$ cat src/jifp_pkg.sv
// Package of constants and types for the test-port flash programmer
// Notes on behaviour
// RULE1: Command is 20 bits: opcode 19:18, payload 17:0
// RULE2: Opcode 0x polls, 10 reads, 11 writes
// RULE3: Poll captures status and suppresses any update
// RULE4: Read starts after only two opcode bits shifted
// RULE5: Host left-justifies short payloads at bit 17
// RULE6: Host keeps instruction unchanged while operation busy
// RULE7: Outgoing: bit19 zero, data 18:1, busy 0
// RULE8: Busy sets on start, clears on completion
// RULE9: Commands ignored while busy, accepted once idle
// RULE10: Read data right-justified just above busy
// RULE11: Control bit 7 steers accesses to scratchpad
// RULE12: Write mode 000 only updates data register
// RULE13: Write mode 001 programs byte, then increments
// RULE14: Write mode 010 with A5 erases page
// RULE15: Erase at lock byte erases whole user space
// RULE16: Read mode 0000 returns held data only
// RULE17: Read mode 0001 starts read when idle
// RULE18: Read mode 0010 also needs previous data collected
// RULE19: Data register: byte 9:2, fail 1, busy 0
// RULE20: Address increments after every read or program
// RULE21: Codes 0082/0083/0084 select control, data, address
// RULE22: Fail flag reflects latest completed flash operation
package jifp_pkg;

  localparam int IR_W   = 16;
  localparam int DR_W   = 20;
  localparam int PAY_W  = 18;
  localparam int CTL_W  = 8;
  localparam int DAT_W  = 10;
  localparam int ADR_W  = 16;
  localparam int BYTE_W = 8;

  localparam logic [IR_W-1:0] IR_RESET     = 16'h0000;
  localparam logic [IR_W-1:0] IR_CAPTURE   = 16'h0001;
  localparam logic [IR_W-1:0] IR_FLASH_CTL = 16'h0082;
  localparam logic [IR_W-1:0] IR_FLASH_DAT = 16'h0083;
  localparam logic [IR_W-1:0] IR_FLASH_ADR = 16'h0084;

  localparam int OP_HI    = 19;
  localparam int OP_LO    = 18;
  localparam int BUSY_POS = 0;
  localparam logic [1:0] OP_READ  = 2'h2;
  localparam logic [1:0] OP_WRITE = 2'h3;

  localparam int SCRATCH_BIT = 7;
  localparam int WRMD_HI     = 6;
  localparam int WRMD_LO     = 4;
  localparam int RDMD_HI     = 3;
  localparam int RDMD_LO     = 0;
  localparam logic [2:0] WRMD_NONE   = 3'h0;
  localparam logic [2:0] WRMD_PROG   = 3'h1;
  localparam logic [2:0] WRMD_ERASE  = 3'h2;
  localparam logic [3:0] RDMD_NONE   = 4'h0;
  localparam logic [3:0] RDMD_BLOCK  = 4'h1;
  localparam logic [3:0] RDMD_SINGLE = 4'h2;

  localparam logic [BYTE_W-1:0] ERASE_KEY = 8'hA5;
  localparam logic [CTL_W-1:0]  CTL_RESET = 8'h00;
  localparam logic [BYTE_W-1:0] DAT_RESET = 8'h00;
  localparam logic [ADR_W-1:0]  ADR_RESET = 16'h0000;
  localparam logic [ADR_W-1:0]  ADR_STEP  = 16'h0001;

  typedef enum logic [15:0] {
    TAP_TLR    = 16'h0001, TAP_RTI    = 16'h0002, TAP_SEL_DR = 16'h0004, TAP_CAP_DR = 16'h0008,
    TAP_SHF_DR = 16'h0010, TAP_EX1_DR = 16'h0020, TAP_PAU_DR = 16'h0040, TAP_EX2_DR = 16'h0080,
    TAP_UPD_DR = 16'h0100, TAP_SEL_IR = 16'h0200, TAP_CAP_IR = 16'h0400, TAP_SHF_IR = 16'h0800,
    TAP_EX1_IR = 16'h1000, TAP_PAU_IR = 16'h2000, TAP_EX2_IR = 16'h4000, TAP_UPD_IR = 16'h8000
  } jifp_tap_e;

  typedef enum logic [2:0] {
    ENG_IDLE  = 3'h1,
    ENG_LOCAL = 3'h2,
    ENG_FLASH = 3'h4
  } jifp_eng_e;

  typedef enum logic [1:0] {
    FCMD_READ  = 2'h0,
    FCMD_PROG  = 2'h1,
    FCMD_ERASE = 2'h2,
    FCMD_MASS  = 2'h3
  } jifp_fcmd_e;

  typedef struct packed {
    logic              start;
    jifp_fcmd_e        cmd;
    logic              scratch;
    logic [ADR_W-1:0]  addr;
    logic [BYTE_W-1:0] wdata;
  } jifp_freq_s;

  typedef struct packed {
    logic              done;
    logic              fail;
    logic [BYTE_W-1:0] rdata;
  } jifp_frsp_s;

  typedef struct packed {
    logic tdi;
    logic tms;
    logic tck;
  } jifp_pins_s;

endpackage : jifp_pkg

$ cat src/jifp_top.sv
// Test-port indirect flash programmer: scan chain, indirect registers, flash sequencing
`timescale 1ns/10ps
module jifp_top #(
  parameter logic [15:0] LOCK_READ_ADDR  = 16'hFFFE,
  parameter logic [15:0] LOCK_WRITE_ADDR = 16'hFFFF
) (
  input  wire logic                 core_clk,
  input  wire logic                 reset,
  input  wire logic                 tck,
  input  wire logic                 tms,
  input  wire logic                 tdi,
  output logic                      tdo,
  output logic                      tdo_en,
  output jifp_pkg::jifp_freq_s      flash_req,
  input  wire jifp_pkg::jifp_frsp_s flash_rsp,
  output logic                      busy
);

  // Pin synchronisation and edge finding
  jifp_pkg::jifp_pins_s pins_raw;
  jifp_pkg::jifp_pins_s pins;
  logic                 tck_prev_r;
  logic                 tck_rise;
  logic                 tck_fall;

  assign pins_raw = '{tdi: tdi, tms: tms, tck: tck};

  jifp_sync #(
    .W ($bits(jifp_pkg::jifp_pins_s))
  ) u_sync (
    .core_clk (core_clk),
    .reset    (reset),
    .pin_in   (pins_raw),
    .pin_out  (pins)
  );

  always_ff @(posedge core_clk) begin
    if (reset) begin
      tck_prev_r <= 1'b1;
    end else begin
      tck_prev_r <= pins.tck;
    end
  end

  assign tck_rise = pins.tck & ~tck_prev_r;
  assign tck_fall = ~pins.tck & tck_prev_r;

  // Port controller
  jifp_pkg::jifp_tap_e tap;

  jifp_tap u_tap (
    .core_clk (core_clk),
    .reset    (reset),
    .tck_rise (tck_rise),
    .tms      (pins.tms),
    .state_r  (tap)
  );

  // Instruction register
  logic [jifp_pkg::IR_W-1:0] ir_r;
  logic [jifp_pkg::IR_W-1:0] ir_sh_r;

  always_ff @(posedge core_clk) begin
    if (reset) begin
      ir_r    <= jifp_pkg::IR_RESET;
      ir_sh_r <= jifp_pkg::IR_RESET;
    end else if (tck_rise) begin
      if (tap == jifp_pkg::TAP_TLR) begin
        ir_r <= jifp_pkg::IR_RESET;
      end
      if (tap == jifp_pkg::TAP_CAP_IR) begin
        ir_sh_r <= jifp_pkg::IR_CAPTURE;
      end
      if (tap == jifp_pkg::TAP_SHF_IR) begin
        ir_sh_r <= {pins.tdi, ir_sh_r[jifp_pkg::IR_W-1:1]};
      end
      if (tap == jifp_pkg::TAP_UPD_IR) begin
        ir_r <= ir_sh_r;
      end
    end
  end

  // Indirect register selection
  logic       sel_ctl;
  logic       sel_dat;
  logic       sel_adr;
  logic       sel_ind;
  logic [1:0] selected_reg_index;

  assign sel_ctl = (ir_r == jifp_pkg::IR_FLASH_CTL); // see RULE21
  assign sel_dat = (ir_r == jifp_pkg::IR_FLASH_DAT); // see RULE21
  assign sel_adr = (ir_r == jifp_pkg::IR_FLASH_ADR); // see RULE21
  assign sel_ind = sel_ctl | sel_dat | sel_adr;
  assign selected_reg_index = {sel_adr, sel_dat};

  // Data shift path; non-indirect codes see a one-bit bypass
  logic [jifp_pkg::DR_W-1:0]  dr_sh_r;
  logic [jifp_pkg::PAY_W-1:0] read_payload_r;
  logic [jifp_pkg::DR_W-1:0]  capture_word;

  assign capture_word = {1'b0, read_payload_r, busy}; // see RULE7

  always_ff @(posedge core_clk) begin
    if (reset) begin
      dr_sh_r <= '0;
    end else if (tck_rise) begin
      if (tap == jifp_pkg::TAP_CAP_DR) begin
        dr_sh_r <= sel_ind ? capture_word : '0;
      end else if (tap == jifp_pkg::TAP_SHF_DR) begin
        dr_sh_r <= sel_ind ? {pins.tdi, dr_sh_r[jifp_pkg::DR_W-1:1]}
                           : {{(jifp_pkg::DR_W-1){1'b0}}, pins.tdi};
      end
    end
  end

  // Command decode at update
  logic [1:0] indirect_op_field;
  logic [jifp_pkg::PAY_W-1:0] write_payload;
  logic       upd_pulse;
  logic       is_poll;
  logic       is_rd;
  logic       is_wr;
  logic       cmd_go;

  assign indirect_op_field = dr_sh_r[jifp_pkg::OP_HI:jifp_pkg::OP_LO]; // see RULE1
  assign write_payload     = dr_sh_r[jifp_pkg::PAY_W-1:0];             // see RULE1
  assign upd_pulse = tck_rise & (tap == jifp_pkg::TAP_UPD_DR) & sel_ind;
  assign is_poll   = ~indirect_op_field[1];                             // see RULE2
  assign is_rd     = (indirect_op_field == jifp_pkg::OP_READ);          // see RULE2
  assign is_wr     = (indirect_op_field == jifp_pkg::OP_WRITE);         // see RULE2
  // Polls never act; read or write only when idle
  assign cmd_go    = upd_pulse & ~is_poll & ~busy;                      // see RULE3 see RULE4 see RULE9

  // Held registers
  logic [jifp_pkg::CTL_W-1:0]  flash_control_reg;
  logic [jifp_pkg::BYTE_W-1:0] dat_byte_r;
  logic                        fail_r;
  logic [jifp_pkg::ADR_W-1:0]  flash_address_reg;
  logic                        collected_r;
  logic [jifp_pkg::DAT_W-1:0]  flash_data_reg;

  assign flash_data_reg = {dat_byte_r, fail_r, busy}; // see RULE19

  // Behaviour fields and left-justified write fields
  logic                        scratchpad_select;
  logic [2:0]                  write_behavior_sel;
  logic [3:0]                  read_behavior_sel;
  logic [jifp_pkg::BYTE_W-1:0] wr_byte;
  logic [jifp_pkg::ADR_W-1:0]  wr_addr;

  assign scratchpad_select  = flash_control_reg[jifp_pkg::SCRATCH_BIT];
  assign write_behavior_sel = flash_control_reg[jifp_pkg::WRMD_HI:jifp_pkg::WRMD_LO];
  assign read_behavior_sel  = flash_control_reg[jifp_pkg::RDMD_HI:jifp_pkg::RDMD_LO];
  assign wr_byte = write_payload[jifp_pkg::PAY_W-1 -: jifp_pkg::BYTE_W];
  assign wr_addr = write_payload[jifp_pkg::PAY_W-1 -: jifp_pkg::ADR_W];

  // Operation decode
  logic ctl_wr;
  logic adr_wr;
  logic dat_wr;
  logic dat_rd;
  logic prog_go;
  logic erase_go;
  logic lock_hit;
  logic read_go;
  logic flash_go;
  logic flash_end;
  logic end_rd;
  logic end_inc;

  assign ctl_wr   = cmd_go & is_wr & sel_ctl;
  assign adr_wr   = cmd_go & is_wr & sel_adr;
  assign dat_wr   = cmd_go & is_wr & sel_dat;
  assign dat_rd   = cmd_go & is_rd & sel_dat;
  assign prog_go  = dat_wr & (write_behavior_sel == jifp_pkg::WRMD_PROG);  // see RULE13
  assign erase_go = dat_wr & (write_behavior_sel == jifp_pkg::WRMD_ERASE)
                  & (wr_byte == jifp_pkg::ERASE_KEY);                      // see RULE14
  assign lock_hit = (flash_address_reg == LOCK_READ_ADDR)
                  | (flash_address_reg == LOCK_WRITE_ADDR);                // see RULE15
  assign read_go  = dat_rd & ((read_behavior_sel == jifp_pkg::RDMD_BLOCK)
                  | ((read_behavior_sel == jifp_pkg::RDMD_SINGLE) & collected_r)); // see RULE17 see RULE18
  assign flash_go = prog_go | erase_go | read_go;

  // Sequencer
  jifp_pkg::jifp_eng_e eng_r;
  jifp_pkg::jifp_eng_e eng_nxt;

  always_comb begin
    unique case (eng_r)
      jifp_pkg::ENG_IDLE:  eng_nxt = flash_go ? jifp_pkg::ENG_FLASH
                                   : (cmd_go ? jifp_pkg::ENG_LOCAL : jifp_pkg::ENG_IDLE);
      jifp_pkg::ENG_LOCAL: eng_nxt = jifp_pkg::ENG_IDLE;
      jifp_pkg::ENG_FLASH: eng_nxt = flash_rsp.done ? jifp_pkg::ENG_IDLE : jifp_pkg::ENG_FLASH;
      default:             eng_nxt = jifp_pkg::ENG_IDLE;
    endcase
  end

  always_ff @(posedge core_clk) begin
    if (reset) begin
      eng_r <= jifp_pkg::ENG_IDLE;
    end else begin
      eng_r <= eng_nxt;
    end
  end

  assign busy      = (eng_r != jifp_pkg::ENG_IDLE);                // see RULE8
  assign flash_end = (eng_r == jifp_pkg::ENG_FLASH) & flash_rsp.done;
  assign end_rd    = flash_end & (flash_req.cmd == jifp_pkg::FCMD_READ);
  assign end_inc   = end_rd | (flash_end & (flash_req.cmd == jifp_pkg::FCMD_PROG));

  // Read result, right-justified above busy
  logic [jifp_pkg::PAY_W-1:0] rd_value;

  assign rd_value = selected_reg_index[1] ? jifp_pkg::PAY_W'(flash_address_reg)
                  : selected_reg_index[0] ? jifp_pkg::PAY_W'(flash_data_reg)
                  : jifp_pkg::PAY_W'(flash_control_reg);            // see RULE10 see RULE16

  always_ff @(posedge core_clk) begin
    if (reset) begin
      read_payload_r <= '0;
    end else if (cmd_go & is_rd) begin
      read_payload_r <= rd_value;                                  // see RULE10
    end
  end

  always_ff @(posedge core_clk) begin
    if (reset) begin
      flash_control_reg <= jifp_pkg::CTL_RESET;
    end else if (ctl_wr) begin
      flash_control_reg <= wr_byte;
    end
  end

  always_ff @(posedge core_clk) begin
    if (reset) begin
      flash_address_reg <= jifp_pkg::ADR_RESET;
    end else if (adr_wr) begin
      flash_address_reg <= wr_addr;
    end else if (end_inc) begin
      flash_address_reg <= flash_address_reg + jifp_pkg::ADR_STEP;  // see RULE13 see RULE20
    end
  end

  always_ff @(posedge core_clk) begin
    if (reset) begin
      dat_byte_r <= jifp_pkg::DAT_RESET;
    end else if (dat_wr) begin
      dat_byte_r <= wr_byte;                                       // see RULE12
    end else if (end_rd) begin
      dat_byte_r <= flash_rsp.rdata;
    end
  end

  always_ff @(posedge core_clk) begin
    if (reset) begin
      fail_r <= 1'b0;
    end else if (flash_end) begin
      fail_r <= flash_rsp.fail;                                    // see RULE22
    end
  end

  // A fresh byte counts as collected once a data read returns it
  always_ff @(posedge core_clk) begin
    if (reset) begin
      collected_r <= 1'b1;
    end else if (dat_rd) begin
      collected_r <= 1'b1;
    end else if (end_rd) begin
      collected_r <= 1'b0;
    end
  end

  // Flash request
  jifp_pkg::jifp_fcmd_e fcmd_nxt;

  assign fcmd_nxt = read_go ? jifp_pkg::FCMD_READ
                  : prog_go ? jifp_pkg::FCMD_PROG
                  : lock_hit ? jifp_pkg::FCMD_MASS                  // see RULE15
                  : jifp_pkg::FCMD_ERASE;

  always_ff @(posedge core_clk) begin
    if (reset) begin
      flash_req <= '0;
    end else begin
      flash_req.start <= flash_go & (eng_r == jifp_pkg::ENG_IDLE);
      if (flash_go) begin
        flash_req.cmd     <= fcmd_nxt;
        flash_req.scratch <= scratchpad_select;                    // see RULE11
        flash_req.addr    <= flash_address_reg;
        flash_req.wdata   <= wr_byte;
      end
    end
  end

  // Serial output changes on falling clock edges
  always_ff @(posedge core_clk) begin
    if (reset) begin
      tdo    <= 1'b0;
      tdo_en <= 1'b0;
    end else if (tck_fall) begin
      tdo    <= (tap == jifp_pkg::TAP_SHF_IR) ? ir_sh_r[0] : dr_sh_r[jifp_pkg::BUSY_POS];
      tdo_en <= (tap == jifp_pkg::TAP_SHF_IR) | (tap == jifp_pkg::TAP_SHF_DR);
    end
  end

  // Checks
  AST_POLL_QUIET: assert property (@(posedge core_clk) disable iff (reset) // see RULE3
    (upd_pulse && is_poll) |=> (eng_r == $past(eng_r) || $past(eng_r) != jifp_pkg::ENG_IDLE))
    else $error("poll started an operation");

  AST_START_BUSY: assert property (@(posedge core_clk) disable iff (reset) // see RULE8
    cmd_go |=> busy)
    else $error("busy not set at start");

  AST_LOCAL_DONE: assert property (@(posedge core_clk) disable iff (reset) // see RULE8
    (eng_r == jifp_pkg::ENG_LOCAL) |=> !busy)
    else $error("register access did not complete");

  AST_BUSY_BLOCKS: assert property (@(posedge core_clk) disable iff (reset) // see RULE9
    (busy && upd_pulse && !is_poll) |=> !flash_req.start && $stable(flash_control_reg))
    else $error("command accepted while busy");

  AST_CAPTURE_FMT: assert property (@(posedge core_clk) disable iff (reset) // see RULE7
    (tck_rise && tap == jifp_pkg::TAP_CAP_DR && sel_ind)
    |=> !dr_sh_r[jifp_pkg::DR_W-1] && dr_sh_r[jifp_pkg::BUSY_POS] == $past(busy))
    else $error("captured status word malformed");

  AST_MODE0_NO_FLASH: assert property (@(posedge core_clk) disable iff (reset) // see RULE12
    (dat_wr && write_behavior_sel == jifp_pkg::WRMD_NONE) |=> !flash_req.start ##1 !busy)
    else $error("write mode zero touched flash");

  AST_ERASE_KEY: assert property (@(posedge core_clk) disable iff (reset) // see RULE14
    (dat_wr && write_behavior_sel == jifp_pkg::WRMD_ERASE && wr_byte != jifp_pkg::ERASE_KEY)
    |=> !flash_req.start)
    else $error("erase without key");

  AST_MASS_ERASE: assert property (@(posedge core_clk) disable iff (reset) // see RULE15
    (erase_go && lock_hit) |=> flash_req.start && flash_req.cmd == jifp_pkg::FCMD_MASS)
    else $error("lock byte erase not widened");

  AST_ADDR_INC: assert property (@(posedge core_clk) disable iff (reset) // see RULE20
    end_inc |=> flash_address_reg == jifp_pkg::ADR_W'($past(flash_address_reg) + jifp_pkg::ADR_STEP))
    else $error("address not incremented");

  AST_ERASE_ADDR: assert property (@(posedge core_clk) disable iff (reset) // see RULE14
    (flash_end && flash_req.cmd inside {jifp_pkg::FCMD_ERASE, jifp_pkg::FCMD_MASS}) |=> $stable(flash_address_reg))
    else $error("erase moved the address");

  AST_SINGLE_READ: assert property (@(posedge core_clk) disable iff (reset) // see RULE18
    (dat_rd && read_behavior_sel == jifp_pkg::RDMD_SINGLE && !collected_r) |=> !flash_req.start)
    else $error("single read restarted early");

  AST_FAIL_FLAG: assert property (@(posedge core_clk) disable iff (reset) // see RULE22
    flash_end |=> fail_r == $past(flash_rsp.fail) && !busy)
    else $error("fail flag not updated");

endmodule : jifp_top

$ cat src/jifp_sync.sv
// Three-stage pin synchroniser with agreement filter
`timescale 1ns/10ps
module jifp_sync #(
  parameter int W = 3
) (
  input  wire logic         core_clk,
  input  wire logic         reset,
  input  wire logic [W-1:0] pin_in,
  output logic      [W-1:0] pin_out
);

  logic [W-1:0] q1_r;
  logic [W-1:0] q2_r;
  logic [W-1:0] q3_r;
  logic [W-1:0] out_nxt;

  // Accept a new level only where stages two and three agree
  assign out_nxt = (q2_r & ~(q2_r ^ q3_r)) | (pin_out & (q2_r ^ q3_r));

  // Stages reset to the pins' idle high level, so no false edge follows reset
  always_ff @(posedge core_clk) begin
    if (reset) begin
      q1_r    <= '1;
      q2_r    <= '1;
      q3_r    <= '1;
      pin_out <= '1;
    end else begin
      q1_r    <= pin_in;
      q2_r    <= q1_r;
      q3_r    <= q2_r;
      pin_out <= out_nxt;
    end
  end

endmodule : jifp_sync

$ cat src/jifp_tap.sv
// Test access port state machine stepped by detected clock edges
`timescale 1ns/10ps
module jifp_tap (
  input  wire logic               core_clk,
  input  wire logic               reset,
  input  wire logic               tck_rise,
  input  wire logic               tms,
  output jifp_pkg::jifp_tap_e     state_r
);

  jifp_pkg::jifp_tap_e state_nxt;

  always_comb begin
    unique case (state_r)
      jifp_pkg::TAP_TLR:    state_nxt = tms ? jifp_pkg::TAP_TLR    : jifp_pkg::TAP_RTI;
      jifp_pkg::TAP_RTI:    state_nxt = tms ? jifp_pkg::TAP_SEL_DR : jifp_pkg::TAP_RTI;
      jifp_pkg::TAP_SEL_DR: state_nxt = tms ? jifp_pkg::TAP_SEL_IR : jifp_pkg::TAP_CAP_DR;
      jifp_pkg::TAP_CAP_DR: state_nxt = tms ? jifp_pkg::TAP_EX1_DR : jifp_pkg::TAP_SHF_DR;
      jifp_pkg::TAP_SHF_DR: state_nxt = tms ? jifp_pkg::TAP_EX1_DR : jifp_pkg::TAP_SHF_DR;
      jifp_pkg::TAP_EX1_DR: state_nxt = tms ? jifp_pkg::TAP_UPD_DR : jifp_pkg::TAP_PAU_DR;
      jifp_pkg::TAP_PAU_DR: state_nxt = tms ? jifp_pkg::TAP_EX2_DR : jifp_pkg::TAP_PAU_DR;
      jifp_pkg::TAP_EX2_DR: state_nxt = tms ? jifp_pkg::TAP_UPD_DR : jifp_pkg::TAP_SHF_DR;
      jifp_pkg::TAP_UPD_DR: state_nxt = tms ? jifp_pkg::TAP_SEL_DR : jifp_pkg::TAP_RTI;
      jifp_pkg::TAP_SEL_IR: state_nxt = tms ? jifp_pkg::TAP_TLR    : jifp_pkg::TAP_CAP_IR;
      jifp_pkg::TAP_CAP_IR: state_nxt = tms ? jifp_pkg::TAP_EX1_IR : jifp_pkg::TAP_SHF_IR;
      jifp_pkg::TAP_SHF_IR: state_nxt = tms ? jifp_pkg::TAP_EX1_IR : jifp_pkg::TAP_SHF_IR;
      jifp_pkg::TAP_EX1_IR: state_nxt = tms ? jifp_pkg::TAP_UPD_IR : jifp_pkg::TAP_PAU_IR;
      jifp_pkg::TAP_PAU_IR: state_nxt = tms ? jifp_pkg::TAP_EX2_IR : jifp_pkg::TAP_PAU_IR;
      jifp_pkg::TAP_EX2_IR: state_nxt = tms ? jifp_pkg::TAP_UPD_IR : jifp_pkg::TAP_SHF_IR;
      jifp_pkg::TAP_UPD_IR: state_nxt = tms ? jifp_pkg::TAP_SEL_DR : jifp_pkg::TAP_RTI;
      default:              state_nxt = jifp_pkg::TAP_TLR;
    endcase
  end

  always_ff @(posedge core_clk) begin
    if (reset) begin
      state_r <= jifp_pkg::TAP_TLR;
    end else if (tck_rise) begin
      state_r <= state_nxt;
    end
  end

endmodule : jifp_tap

$ cat config.mk
export PLATFORM = sky130hd
export DESIGN_NAME = jifp_top
export DESIGN_NICKNAME = d
export VERILOG_FILES = /design/src/jifp_pkg.sv /design/src/jifp_top.sv /design/src/jifp_sync.sv /design/src/jifp_tap.sv
export SDC_FILE = /design/constraint.sdc
export NUM_CORES = 1
export LEC_CHECK = 0
export ABC_AREA = 1
export BUFFER_PORTS_ARGS = -buffer_cell sky130_fd_sc_hd__buf_2
export CORE_AREA = 3 3 177 93
export DETAILED_ROUTE_END_ITERATION = 16
export DIE_AREA = 0 0 180 96
export GPL_ROUTABILITY_DRIVEN = 0
export PLACE_DENSITY_LB_ADDON = 0.3
export SLEW_MARGIN = 20
export SYNTH_ARGS = -nofsm -noshare
export SYNTH_HDL_FRONTEND = slang
export SYNTH_HIERARCHICAL = 1
export SYNTH_SLANG_ARGS = --single-unit
$ cat constraint.sdc
create_clock -name core_clk -period 2.1 [get_ports core_clk]
set_input_delay 0.21 -clock core_clk [delete_from_list [all_inputs] [get_ports core_clk]]
set_output_delay 0.21 -clock core_clk [all_outputs]
set_load 0.02 [all_outputs]
* Word-level counts from Yosys, hierarchy flattened
Index checks and enable logic that the tools add are counted.
** Storage, ports and cells
- Input bits :: 15
- Output and inout bits :: 31
- Register bits :: 166
- Word-level logic and storage cells :: 141
** Operators by class
- Bitwise logic cells :: 37
- Mux-type cells :: 35
- Reduce and logical (&&, ||, !) cells :: 13
- Add/subtract/negate cells :: 1
- Equal/unequal tests :: 32
** Operator list (number)
- $pmux 16 s12 :: 1
- $mux 16 :: 9
- $eq 16x8->1 const B :: 4
- $mux 20 :: 3
- $eq 16x16->1 const B :: 3
- $mux 8 :: 3
- $and 1x1->1 :: 21
- $mux 10 :: 2
- $mux 19 :: 1
- $mux 9 :: 2
- $add 16x1->16 const B :: 1
- $eq 16x1->1 const B :: 1
- $eq 16x10->1 const B :: 1
- $eq 16x11->1 const B :: 1
- $eq 16x12->1 const B :: 1
- $eq 16x13->1 const B :: 1
- $eq 16x14->1 const B :: 1
- $eq 16x15->1 const B :: 1
- $eq 16x2->1 const B :: 1
- $eq 16x3->1 const B :: 1
- $eq 16x4->1 const B :: 1
- $eq 16x5->1 const B :: 1
- $eq 16x6->1 const B :: 1
- $eq 16x7->1 const B :: 1
- other kinds (29) :: 55

* Longest topological paths before layout
Gate-level depths: netlist of the first run.
- Depth after elaboration :: 14
- Gate-level depth with buffers :: 14
- Gate-level depth less buffers :: 14

* Modules after synthesis
Netlist of the first run, hierarchy kept.
** By module, submodules not included
- jifp_top :: instances 1, cells an instance 910, sequential area each 2722.6 µm², area an instance 6476.2 µm²
- jifp_tap :: instances 1, cells an instance 161, sequential area each 320.3 µm², area an instance 1026.0 µm²
- jifp_sync :: instances 1, cells an instance 46, sequential area each 240.2 µm², area an instance 397.9 µm²

* Worst setup path after synthesis of the first run
No wires, ideal clock.
- Path kind :: register to register
- From :: register u_tap.state_r[2]
- To :: register flash_req[12] (netlist bit)
- Cell stages (with the launch flop) :: 14
- Setup time :: 0.112 ns
- Path buffers :: 1
- Setup slack :: 0.213 ns
- Data arrival time :: 1.775 ns
- Required time :: 1.988 ns
- Period minus slack after synthesis :: 1.887 ns
- Cells stage by stage :: dfxtp_1 nor2_4 nand2_4 nor2_8 nand3_4 nor2_4 nand3_4 nor2_8 nand3_2 nand3_4 buf_6 nand2_1 nand2_1 nor2_2
** On the way
- Word-level cells in the longest chain between the ends :: 11
- Elaborated cells on any way between the ends :: 15
- Those cells by class :: eq/ne: 1; bitwise: 14
** RTL lines
- start: declaration :: line jifp_tap.sv:8 : output jifp_pkg::jifp_tap_e state_r
- start signal: assignment :: line jifp_tap.sv:37 : state_r <= jifp_pkg::TAP_TLR;
- start signal: assignment :: line jifp_tap.sv:39 : state_r <= state_nxt;
- $eq 16x9->1 * :: line jifp_top.sv:127 : assign upd_pulse = tck_rise & (tap == jifp_pkg::TAP_UPD_DR) & sel_ind;
- $and 1x1->1 * (2 in a row) :: line jifp_top.sv:127
- $and 1x1->1 * (2 in a row) :: line jifp_top.sv:132 : assign cmd_go = upd_pulse & ~is_poll & ~busy;
- $and 1x1->1 (2 in a row) :: line jifp_top.sv:173 : assign dat_wr = cmd_go & is_wr & sel_dat;
- $and 1x1->1 :: line jifp_top.sv:176 : assign erase_go = dat_wr & (write_behavior_sel == jifp_pkg::WRMD_ERASE)
- $and 1x1->1 :: line jifp_top.sv:177 : & (wr_byte == jifp_pkg::ERASE_KEY);
- $or 1x1->1 :: line jifp_top.sv:182 : assign flash_go = prog_go | erase_go | read_go;
- $or 1x1->1 * :: line jifp_top.sv:182
- end: declaration :: line jifp_top.sv:14 : output jifp_pkg::jifp_freq_s flash_req,
Mark *: on every way between the ends. The rest lies on a longest branch, timed or not.
A chain may end at the register's enable or synchronous reset.

* Final worst setup path of the first run
- From :: register ir_r[2] (netlist bit)
- To :: register read_payload_r[4] (netlist bit)
** On the way
- Word-level cells in the longest chain between the ends :: 7
- Elaborated cells on any way between the ends :: 11
- Those cells by class :: eq/ne: 3; mux: 2; bitwise: 6
** RTL lines
- start: declaration :: line jifp_top.sv:60 : logic [jifp_pkg::IR_W-1:0] ir_r;
- start signal: assignment :: line jifp_top.sv:65 : ir_r <= jifp_pkg::IR_RESET;
- start signal: assignment :: line jifp_top.sv:69 : ir_r <= jifp_pkg::IR_RESET;
- start signal: assignment :: line jifp_top.sv:78 : ir_r <= ir_sh_r;
- $eq 16x8->1 (on tied branches) :: line jifp_top.sv:90, jifp_top.sv:91
- $or 1x1->1 (2 in a row) :: line jifp_top.sv:93 : assign sel_ind = sel_ctl | sel_dat | sel_adr;
- $and 1x1->1 :: line jifp_top.sv:127
- $and 1x1->1 (2 in a row) :: line jifp_top.sv:132
- $and 1x1->1 :: line jifp_top.sv:221 : end else if (cmd_go & is_rd) begin
- end signal: assignment :: line jifp_top.sv:222 : read_payload_r <= rd_value;
- end: declaration :: line jifp_top.sv:98 : logic [jifp_pkg::PAY_W-1:0] read_payload_r;
Parallel ways exist; a longest one is shown, timed or not.

==> impl_summary.log, run 1 <==
[metrics] run status: finished, violations left
[metrics] failing checks: setup timing
[metrics] Post-Route WL: 22.07 mm
[metrics] count of yosys warnings during synthesis: 6
[metrics] flip-flop count of the largest register, all copies and words added: 28
[metrics] TritonRoute pass-1 iters: 7
[metrics] CTS tree: built
[metrics] kind of capture point of the worst setup path: register
[metrics] leading post-synthesis cells by cell area: dfxtp_1, nand2_1, a21oi_1, nor2_1, inv_1
[metrics] clock transition at the registers of the reported paths: 0.07 ns
[metrics] setup TNS after final layout: -0.3893 ns
[metrics] number of pins with negative max-slew slack in the final report: 0
[metrics] worst setup path class: register to register
[metrics] number of global-route vias before repair: around 6,400
[metrics] clock tree buffer depth: 2
[metrics] max-cap violation count: 0
[metrics] relative area change from synthesis to final layout: 22.14%
[metrics] register ranked first by flip-flop count: flash_req
[metrics] fraction of final layout cells with drive strength greater than 1: 22.50%
[metrics] initial antenna violation count: 0
[metrics] first-pass GRT wire length: approximately 34 mm
[metrics] count of final hold-check violations: 0
[metrics] combinational share of power: 1.8%
[metrics] routed length per placed instance: about 15 microns
[metrics] unique cell type count in the Yosys netlist: 48
[metrics] proportion of synthesized chip area in sequential cells: 41.56%
[metrics] number of nets still failing antenna checks after routing: 0
[metrics] hold slack final: roughly 0.014 ns
[metrics] maximum vdd drop: 0.5615 mV
[metrics] maximum net fanout on the critical path: 13
[metrics] clock latency on the worst-skew pair: about 0.43 ns
[metrics] number of design rule violations left after detail routing: 0
[metrics] Top-Level Pins: 46
[metrics] post-synthesis average cell area: 7.073 sq um
[metrics] number of input and output port buffers inserted: 45
[metrics] starting density of the core: 52.34%
[metrics] switching portion of total power: 23.42%
[metrics] cell at the root of the clock tree: clkbuf_16
[metrics] commonest non-fill, non-tap cell in the layout: nand2_1
[metrics] count of state elements after synthesis: 164
[metrics] clock network fraction of total power: around 49%
[metrics] required time reported for the critical path endpoint: between 2 and 2.5 ns
[metrics] f_max: 463.2 MHz
[metrics] gr ovfl total: 0
[metrics] Mapped Nets: 1,134
[metrics] largest net degree at the start of global routing: 51
[metrics] post-detailed-route via-to-cell ratio: 5.303
[metrics] tightest slew margin relative to the limit: 50.82%
[metrics] sequential fraction of design power: 49.6%
[metrics] transition time at the pin with the least slew margin: 0.7300 ns
[metrics] pwr/cell area: 651.0 nW/um^2
[metrics] static power due to leakage: 0.003894 uW
[metrics] RSZ-0062 raised after global routing: true
[metrics] HPWL reported at the end of detailed placement: between 15 and 20 mm
[metrics] Total Nets Final: 1,235
[metrics] minimum clock period after layout: ~2.2 ns
[metrics] Chip Width: 180 microns
[metrics] synthesized instance count: 1,117
[metrics] total chip power: between 6000 and 7000 uW
[metrics] Num Clock Sinks: 164
[metrics] arrival time worst endpoint: between 2 and 3 ns
[metrics] setup slack of the critical path after layout: -0.05875 ns
[metrics] number of placement rows: 32
[metrics] Setup WS pre-CTS: 0.06352 ns
[metrics] CORE AREA: 15,090 sq um
[metrics] worst reg-to-reg path cell count: 10
[metrics] Fin Clk Skew: about 0.0087 ns
[metrics] Chip Height: roughly 96 microns
[metrics] number of buffers created by CTS: 17
[metrics] cell depth of the worst hold path: 2
[metrics] fin crit share: 102.8%
[metrics] Initial DRC Count: 842
[metrics] total standard cell area after synthesis: 7900 sq um
[metrics] Net Switching: roughly 1500 uW
[metrics] number of H-tree levels: 4
[metrics] top cell type's share of synthesized area: 41.56%
[metrics] crit start category: register
[metrics] Die Area: between 15,000 and 20,000 sq um
[metrics] HP Class: input pin to register
[metrics] commonest cells after routing, fill and taps aside: nand2_1, dfxtp_1, nor2_1
[metrics] top cell type by total area after synthesis: dfxtp_1
[metrics] total internal power: slightly below 5000 uW
[metrics] total inserted antenna cells: 0
[metrics] overall global routing resource usage: 24.42%
[metrics] final setup fails: 17
[metrics] biggest registers after layout: flash_req x28, dr_sh_r x20
[metrics] routed vias: ~7,600
## cells by family after synthesis
group                      synth area share [%]
DFF                                       41.56
xor gates and xnor gates                  1.219
adders and majority gates                0.3167
and+or+nand+nor                           32.75
buffers and inverters                     9.170
AOI/OAI and AO/OA                         14.98
## path summary, 6_finish.rpt
check                 startpoint                end  slack [ns]
setup / recovery         ir_r[2]  read_payload_r[4]       -0.06
hold / removal             reset        ir_sh_r[14]        0.01
setup reg to reg         ir_r[2]  read_payload_r[4]       -0.06
hold reg to reg   u_sync/q1_r[0]     u_sync/q2_r[0]        0.41
## layer usage
layer,routed length (microns),part of all wire (%),global-route usage [%]
met2,8150,37,30.69
met5,0,0,0
met4,263,1.2,6.431
met3,2431,11,6.833
met1,11220,51,39.13
## power groups by stage
stage          combinational [uW]  sequential (uW)  clock, uW
2_1_floorplan                71.4             3190          0
3_3_place_gp                  103             3190          0
3_5_place_dp                  105             3190          0
4_1_cts                       109             3120       3090
5_1_grt                       123             3120       3210
6_report                      111             3120       3050
## cell type report
type	instances	area [sq um]
tap	204	255.2
timing repair buffer	127	978.4
multi-input combinational	786	4093
fill	1320	5445
clock inverter	15	146.4
sequential	164	3289
inverter	122	461.7
clock buffer	17	425.4
## critical path, cell delays in order (launching register included)
cell	delay, ns
dfxtp_1	0.38
nor2_2	0.07
nand2_1	0.13
nor2_4	0.06
nand2_4	0.10
clkinvlp_4	0.23
buf_4	0.26
o21ai_0	0.43
buf_4	0.22
o21ai_0	0.08
a21oi_1	0.14
## cells in the mapped netlist (all sizes together)
cell	n
a21boi	1
a211oi	19
dfxtp	164
buf	22
o31ai	3
a31oi	4
xnor2	1
o21ai	51
o22ai	3
ha	2
o2111ai	2
a2111oi	1
a21oi	106
nand3b	3
nor3	15
clkinv	4
nand3	48
a22oi	2
o41ai	1
o211ai	10
nor2	168
nor4	2
inv	118
nand4	14
o311ai	2
and3	1
nand2	306
clkbuf	24
or2	10
xor2	10
## metrics by stage
step	instances	utilization, %	area [sq um]
after floorplan	1117	-	7900
after global placement	1385	57.25	8642
after detailed placement	1385	57.25	8642
after CTS	1420	61.27	9249
after global routing	1435	63.93	9649
final	1435	63.93	9649
## repair_timing
action | in CTS | in global routing
setup endpoints to repair | 1 | 63
buffers inserted | 0 | 10
endpoints found under the hold margin | 3 | 0
hold buffers | 3 | 0
gates resized for setup | 1 | 60
cloned | 0 | 5
pin swaps | 0 | 20
No activity file was read; power rests on OpenSTA's default activity.
==> inputs of run 2 (changes only) <==
- CORE_AREA: 3 3 177 93 -> 2 2 176 92
- DIE_AREA: 0 0 180 96 -> 0 0 178 94
- REMOVE_ABC_BUFFERS: default -> 1
- SKIP_CTS_REPAIR_TIMING: default -> 1
==> run 2 against run 1 <==
The run now ends clean; die area is 3.2% lower; combinational power is 4% higher; sequential share of layout area up 0.95 points; worst setup slack better by 0.11 ns; power is 2.9% higher; count of clock-buffer cells in the layout grew 2; core utilization fell by 1.9 points; sequential cell count unchanged; final area decreased by 2.9%; global-route usage up 2.2 points; critical path type unchanged; largest cell class unchanged.
==> impl_summary.log, run 2 (synthesis results as in run 1) <==
[metrics] run status: complete, no violations (was finished, violations left)
[metrics] CTS tree: built (unchanged)
[metrics] crit start category: register (unchanged)
[metrics] maximum net fanout on the critical path: 14 (was 13)
[metrics] post-detailed-route via-to-cell ratio: 5.288 (was 5.303)
[metrics] Chip Height: 94 microns (was 96 microns)
[metrics] routed length per placed instance: 15.00 microns (was 15.38 microns)
[metrics] setup slack of the critical path after layout: 0.05047 ns (was -0.05875 ns)
[metrics] r2r setup slk: 0.05 ns (was -0.06 ns)
[metrics] number of design rule violations left after detail routing: 0 (unchanged)
[metrics] Top delay family on crit path: simple AND/OR/NAND/NOR gates (was buffers and inverters)
[metrics] static power due to leakage: 0.003812 uW (was 0.003894 uW)
[metrics] max-cap violation count: 0 (unchanged)
[metrics] Worst Path Buf+Inv: 2 (was 3)
[metrics] clock tree buffer depth: 2 (unchanged)
[metrics] switching portion of total power: 22.85% (was 23.42%)
[metrics] fin crit share: 97.60% (was 102.8%)
[metrics] kind of capture point of the worst setup path: register (unchanged)
[metrics] post-route core utilization: 62.07% (was 63.93%)
[metrics] HPWL reported at the end of detailed placement: 14.99 mm (was 15.24 mm)
[metrics] gr ovfl total: 0 (unchanged)
[metrics] Num Clock Sinks: 164 (unchanged)
[metrics] total chip power: 6466 uW (was 6282 uW)
[metrics] largest net degree at the start of global routing: 40 (was 51)
[metrics] number of placement rows: 32 (unchanged)
[metrics] arrival time worst endpoint: 2.37 ns (was 2.52 ns)
[metrics] clock network fraction of total power: 50.0% (was 48.6%)
[metrics] commonest non-fill, non-tap cell in the layout: nand2_1 (unchanged)
[metrics] transition time at the pin with the least slew margin: 0.6367 ns (was 0.7300 ns)
[metrics] total internal power: 4988 uW (was 4811 uW)
[metrics] number of H-tree levels: 4 (unchanged)
[metrics] final setup fails: 0 (was 17)
[metrics] required time reported for the critical path endpoint: 2.42 ns (was 2.46 ns)
[metrics] Die Area: 16,730 sq um (was 17,280 sq um)
[metrics] Chip Width: 178 microns (was 180 microns)
[metrics] routed vias: 7,493 (was 7,610)
[metrics] initial antenna violation count: 0 (unchanged)
[metrics] maximum vdd drop: 0.5715 mV (was 0.5615 mV)
[metrics] HP Class: input pin to register (unchanged)
[metrics] series of cell instances along the critical path: nor2_2 -> nand3_2 -> inv_2 -> nand3_4 -> nor2_4 -> nand3_4 -> nor2_2 -> nand3_2 -> nand3_4 -> buf_12 -> nand2_1 -> nand2_1 -> nor2_1 (was nor2_2 -> nand2_1 -> nor2_4 -> nand2_4 -> clkinvlp_4 -> buf_4 -> o21ai_0 -> buf_4 -> o21ai_0 -> a21oi_1)
[metrics] number of input and output port buffers inserted: 45 (unchanged)
[metrics] CORE AREA: 15,090 sq um (unchanged)
[metrics] overall global routing resource usage: 26.63% (was 24.42%)
[metrics] biggest registers after layout: flash_req x28, dr_sh_r x20 (unchanged)
[metrics] relative area change from synthesis to final layout: 18.59% (was 22.14%)
[metrics] Placed Cells: 1,374 (was 1,385)
[metrics] sequential fraction of design power: 48.2% (was 49.6%)
[metrics] hold slack final: 0.09564 ns (was 0.01360 ns)
[metrics] Initial DRC Count: 785 (was 842)
[metrics] RSZ-0062 raised after global routing: true (unchanged)
[metrics] number of global-route vias before repair: 6,613 (was 6,366)
[metrics] clock latency on the worst-skew pair: 0.43 ns (about the same)
[metrics] combinational share of power: 1.8% (about the same)
[metrics] total inserted antenna cells: 0 (unchanged)
[metrics] f_max: 487.9 MHz (was 463.2 MHz)
[metrics] TritonRoute pass-1 iters: 6 (was 7)
[metrics] Post-Route WL: 21.25 mm (was 22.07 mm)
[metrics] count of final hold-check violations: 0 (unchanged)
[metrics] commonest cells after routing, fill and taps aside: nand2_1, dfxtp_1, nor2_1 (unchanged)
[metrics] register ranked first by flip-flop count: flash_req (unchanged)
[metrics] count of placed standard cells in the final layout, fillers left out: 1,417 (was 1,435)
[metrics] number of pins with negative max-slew slack in the final report: 0 (unchanged)
[metrics] Fin Clk Skew: 0.01186 ns (was 0.008673 ns)
[metrics] starting density of the core: 52.34% (unchanged)
[metrics] fraction of final layout cells with drive strength greater than 1: 19.04% (was 22.50%)
[metrics] cell repeated most along the worst path: nand3_4
[metrics] worst stage delay on the critical path: 0.35 ns (was 0.43 ns)
[metrics] Net Switching: 1477 uW (was 1471 uW)
[metrics] cell at the root of the clock tree: clkbuf_16 (unchanged)
[metrics] Total Nets Final: 1,217 (was 1,235)
[metrics] number of nets still failing antenna checks after routing: 0 (unchanged)
[metrics] tightest slew margin relative to the limit: 57.55% (was 50.82%)
[metrics] first-pass GRT wire length: 34.85 mm (was 33.60 mm)
[metrics] pwr/cell area: 690.1 nW/um^2 (was 651.0 nW/um^2)
[metrics] Setup WS pre-CTS: 0.06083 ns (was 0.06352 ns)
[metrics] critical-path cell with the highest stage delay: dfxtp_1 (was o21ai_0)
[metrics] worst setup path class: register to register (unchanged)
[metrics] clock transition at the registers of the reported paths: 0.07 ns (about the same)
[metrics] flip-flop count of the largest register, all copies and words added: 28 (unchanged)
[metrics] Top-Level Pins: 46 (unchanged)
[metrics] number of buffers created by CTS: 17 (unchanged)
[metrics] minimum clock period after layout: 2.050 ns (was 2.159 ns)
[run 2: worst paths after layout]
check | startpoint | endpoint | cells after the start
max | u_tap/state_r[12] | flash_req[24] | 13
max reg2reg | u_tap/state_r[12] | flash_req[24] | 13
min | flash_rsp[9] | eng_r[2] | 4
min reg2reg | u_sync/q1_r[1] | u_sync/q2_r[1] | 1
[run 2: area by class of cell]
type | instances | area, sq um
Tap cell | 204 | 255.2
Clock buffer | 19 | 442.9
Inverter | 122 | 460.4
Multi-Input combinational cell | 785 | 3964
Fill cell | 1391 | 5725
Sequential cell | 164 | 3283
Timing Repair Buffer | 110 | 793.3
Clock inverter | 13 | 170.2
[run 2: stage by stage]
stage / cell area (sq um) / TNS (ns)
2_1_floorplan: 7634 / -8.346
3_3_place_gp: 8547 / 0
3_5_place_dp: 8547 / 0
4_1_cts: 9160 / 0
5_1_grt: 9369 / -1.381
6_report: 9369 / 0
[run 2: layer usage]
layer,track usage [%],wire (microns)
met2,33.75,7646
met5,0,0
met1,42.57,10990
met4,6.967,235
met3,6.998,2374
[run 2: worst min-delay path: stages]
cell and delay [ns]:
buf_2 0.10, nor3_1 0.06, inv_1 0.04, nand2_1 0.05
[run 2: power groups by stage]
stage / Sequential (uW) / Combinational [uW] / Clock, uW
floorplan: 3190 / 38.2 / 0
global placement: 3190 / 106 / 0
detailed placement: 3190 / 107 / 0
CTS: 3120 / 108 / 3260
global route: 3120 / 128 / 3410
finish: 3120 / 115 / 3230
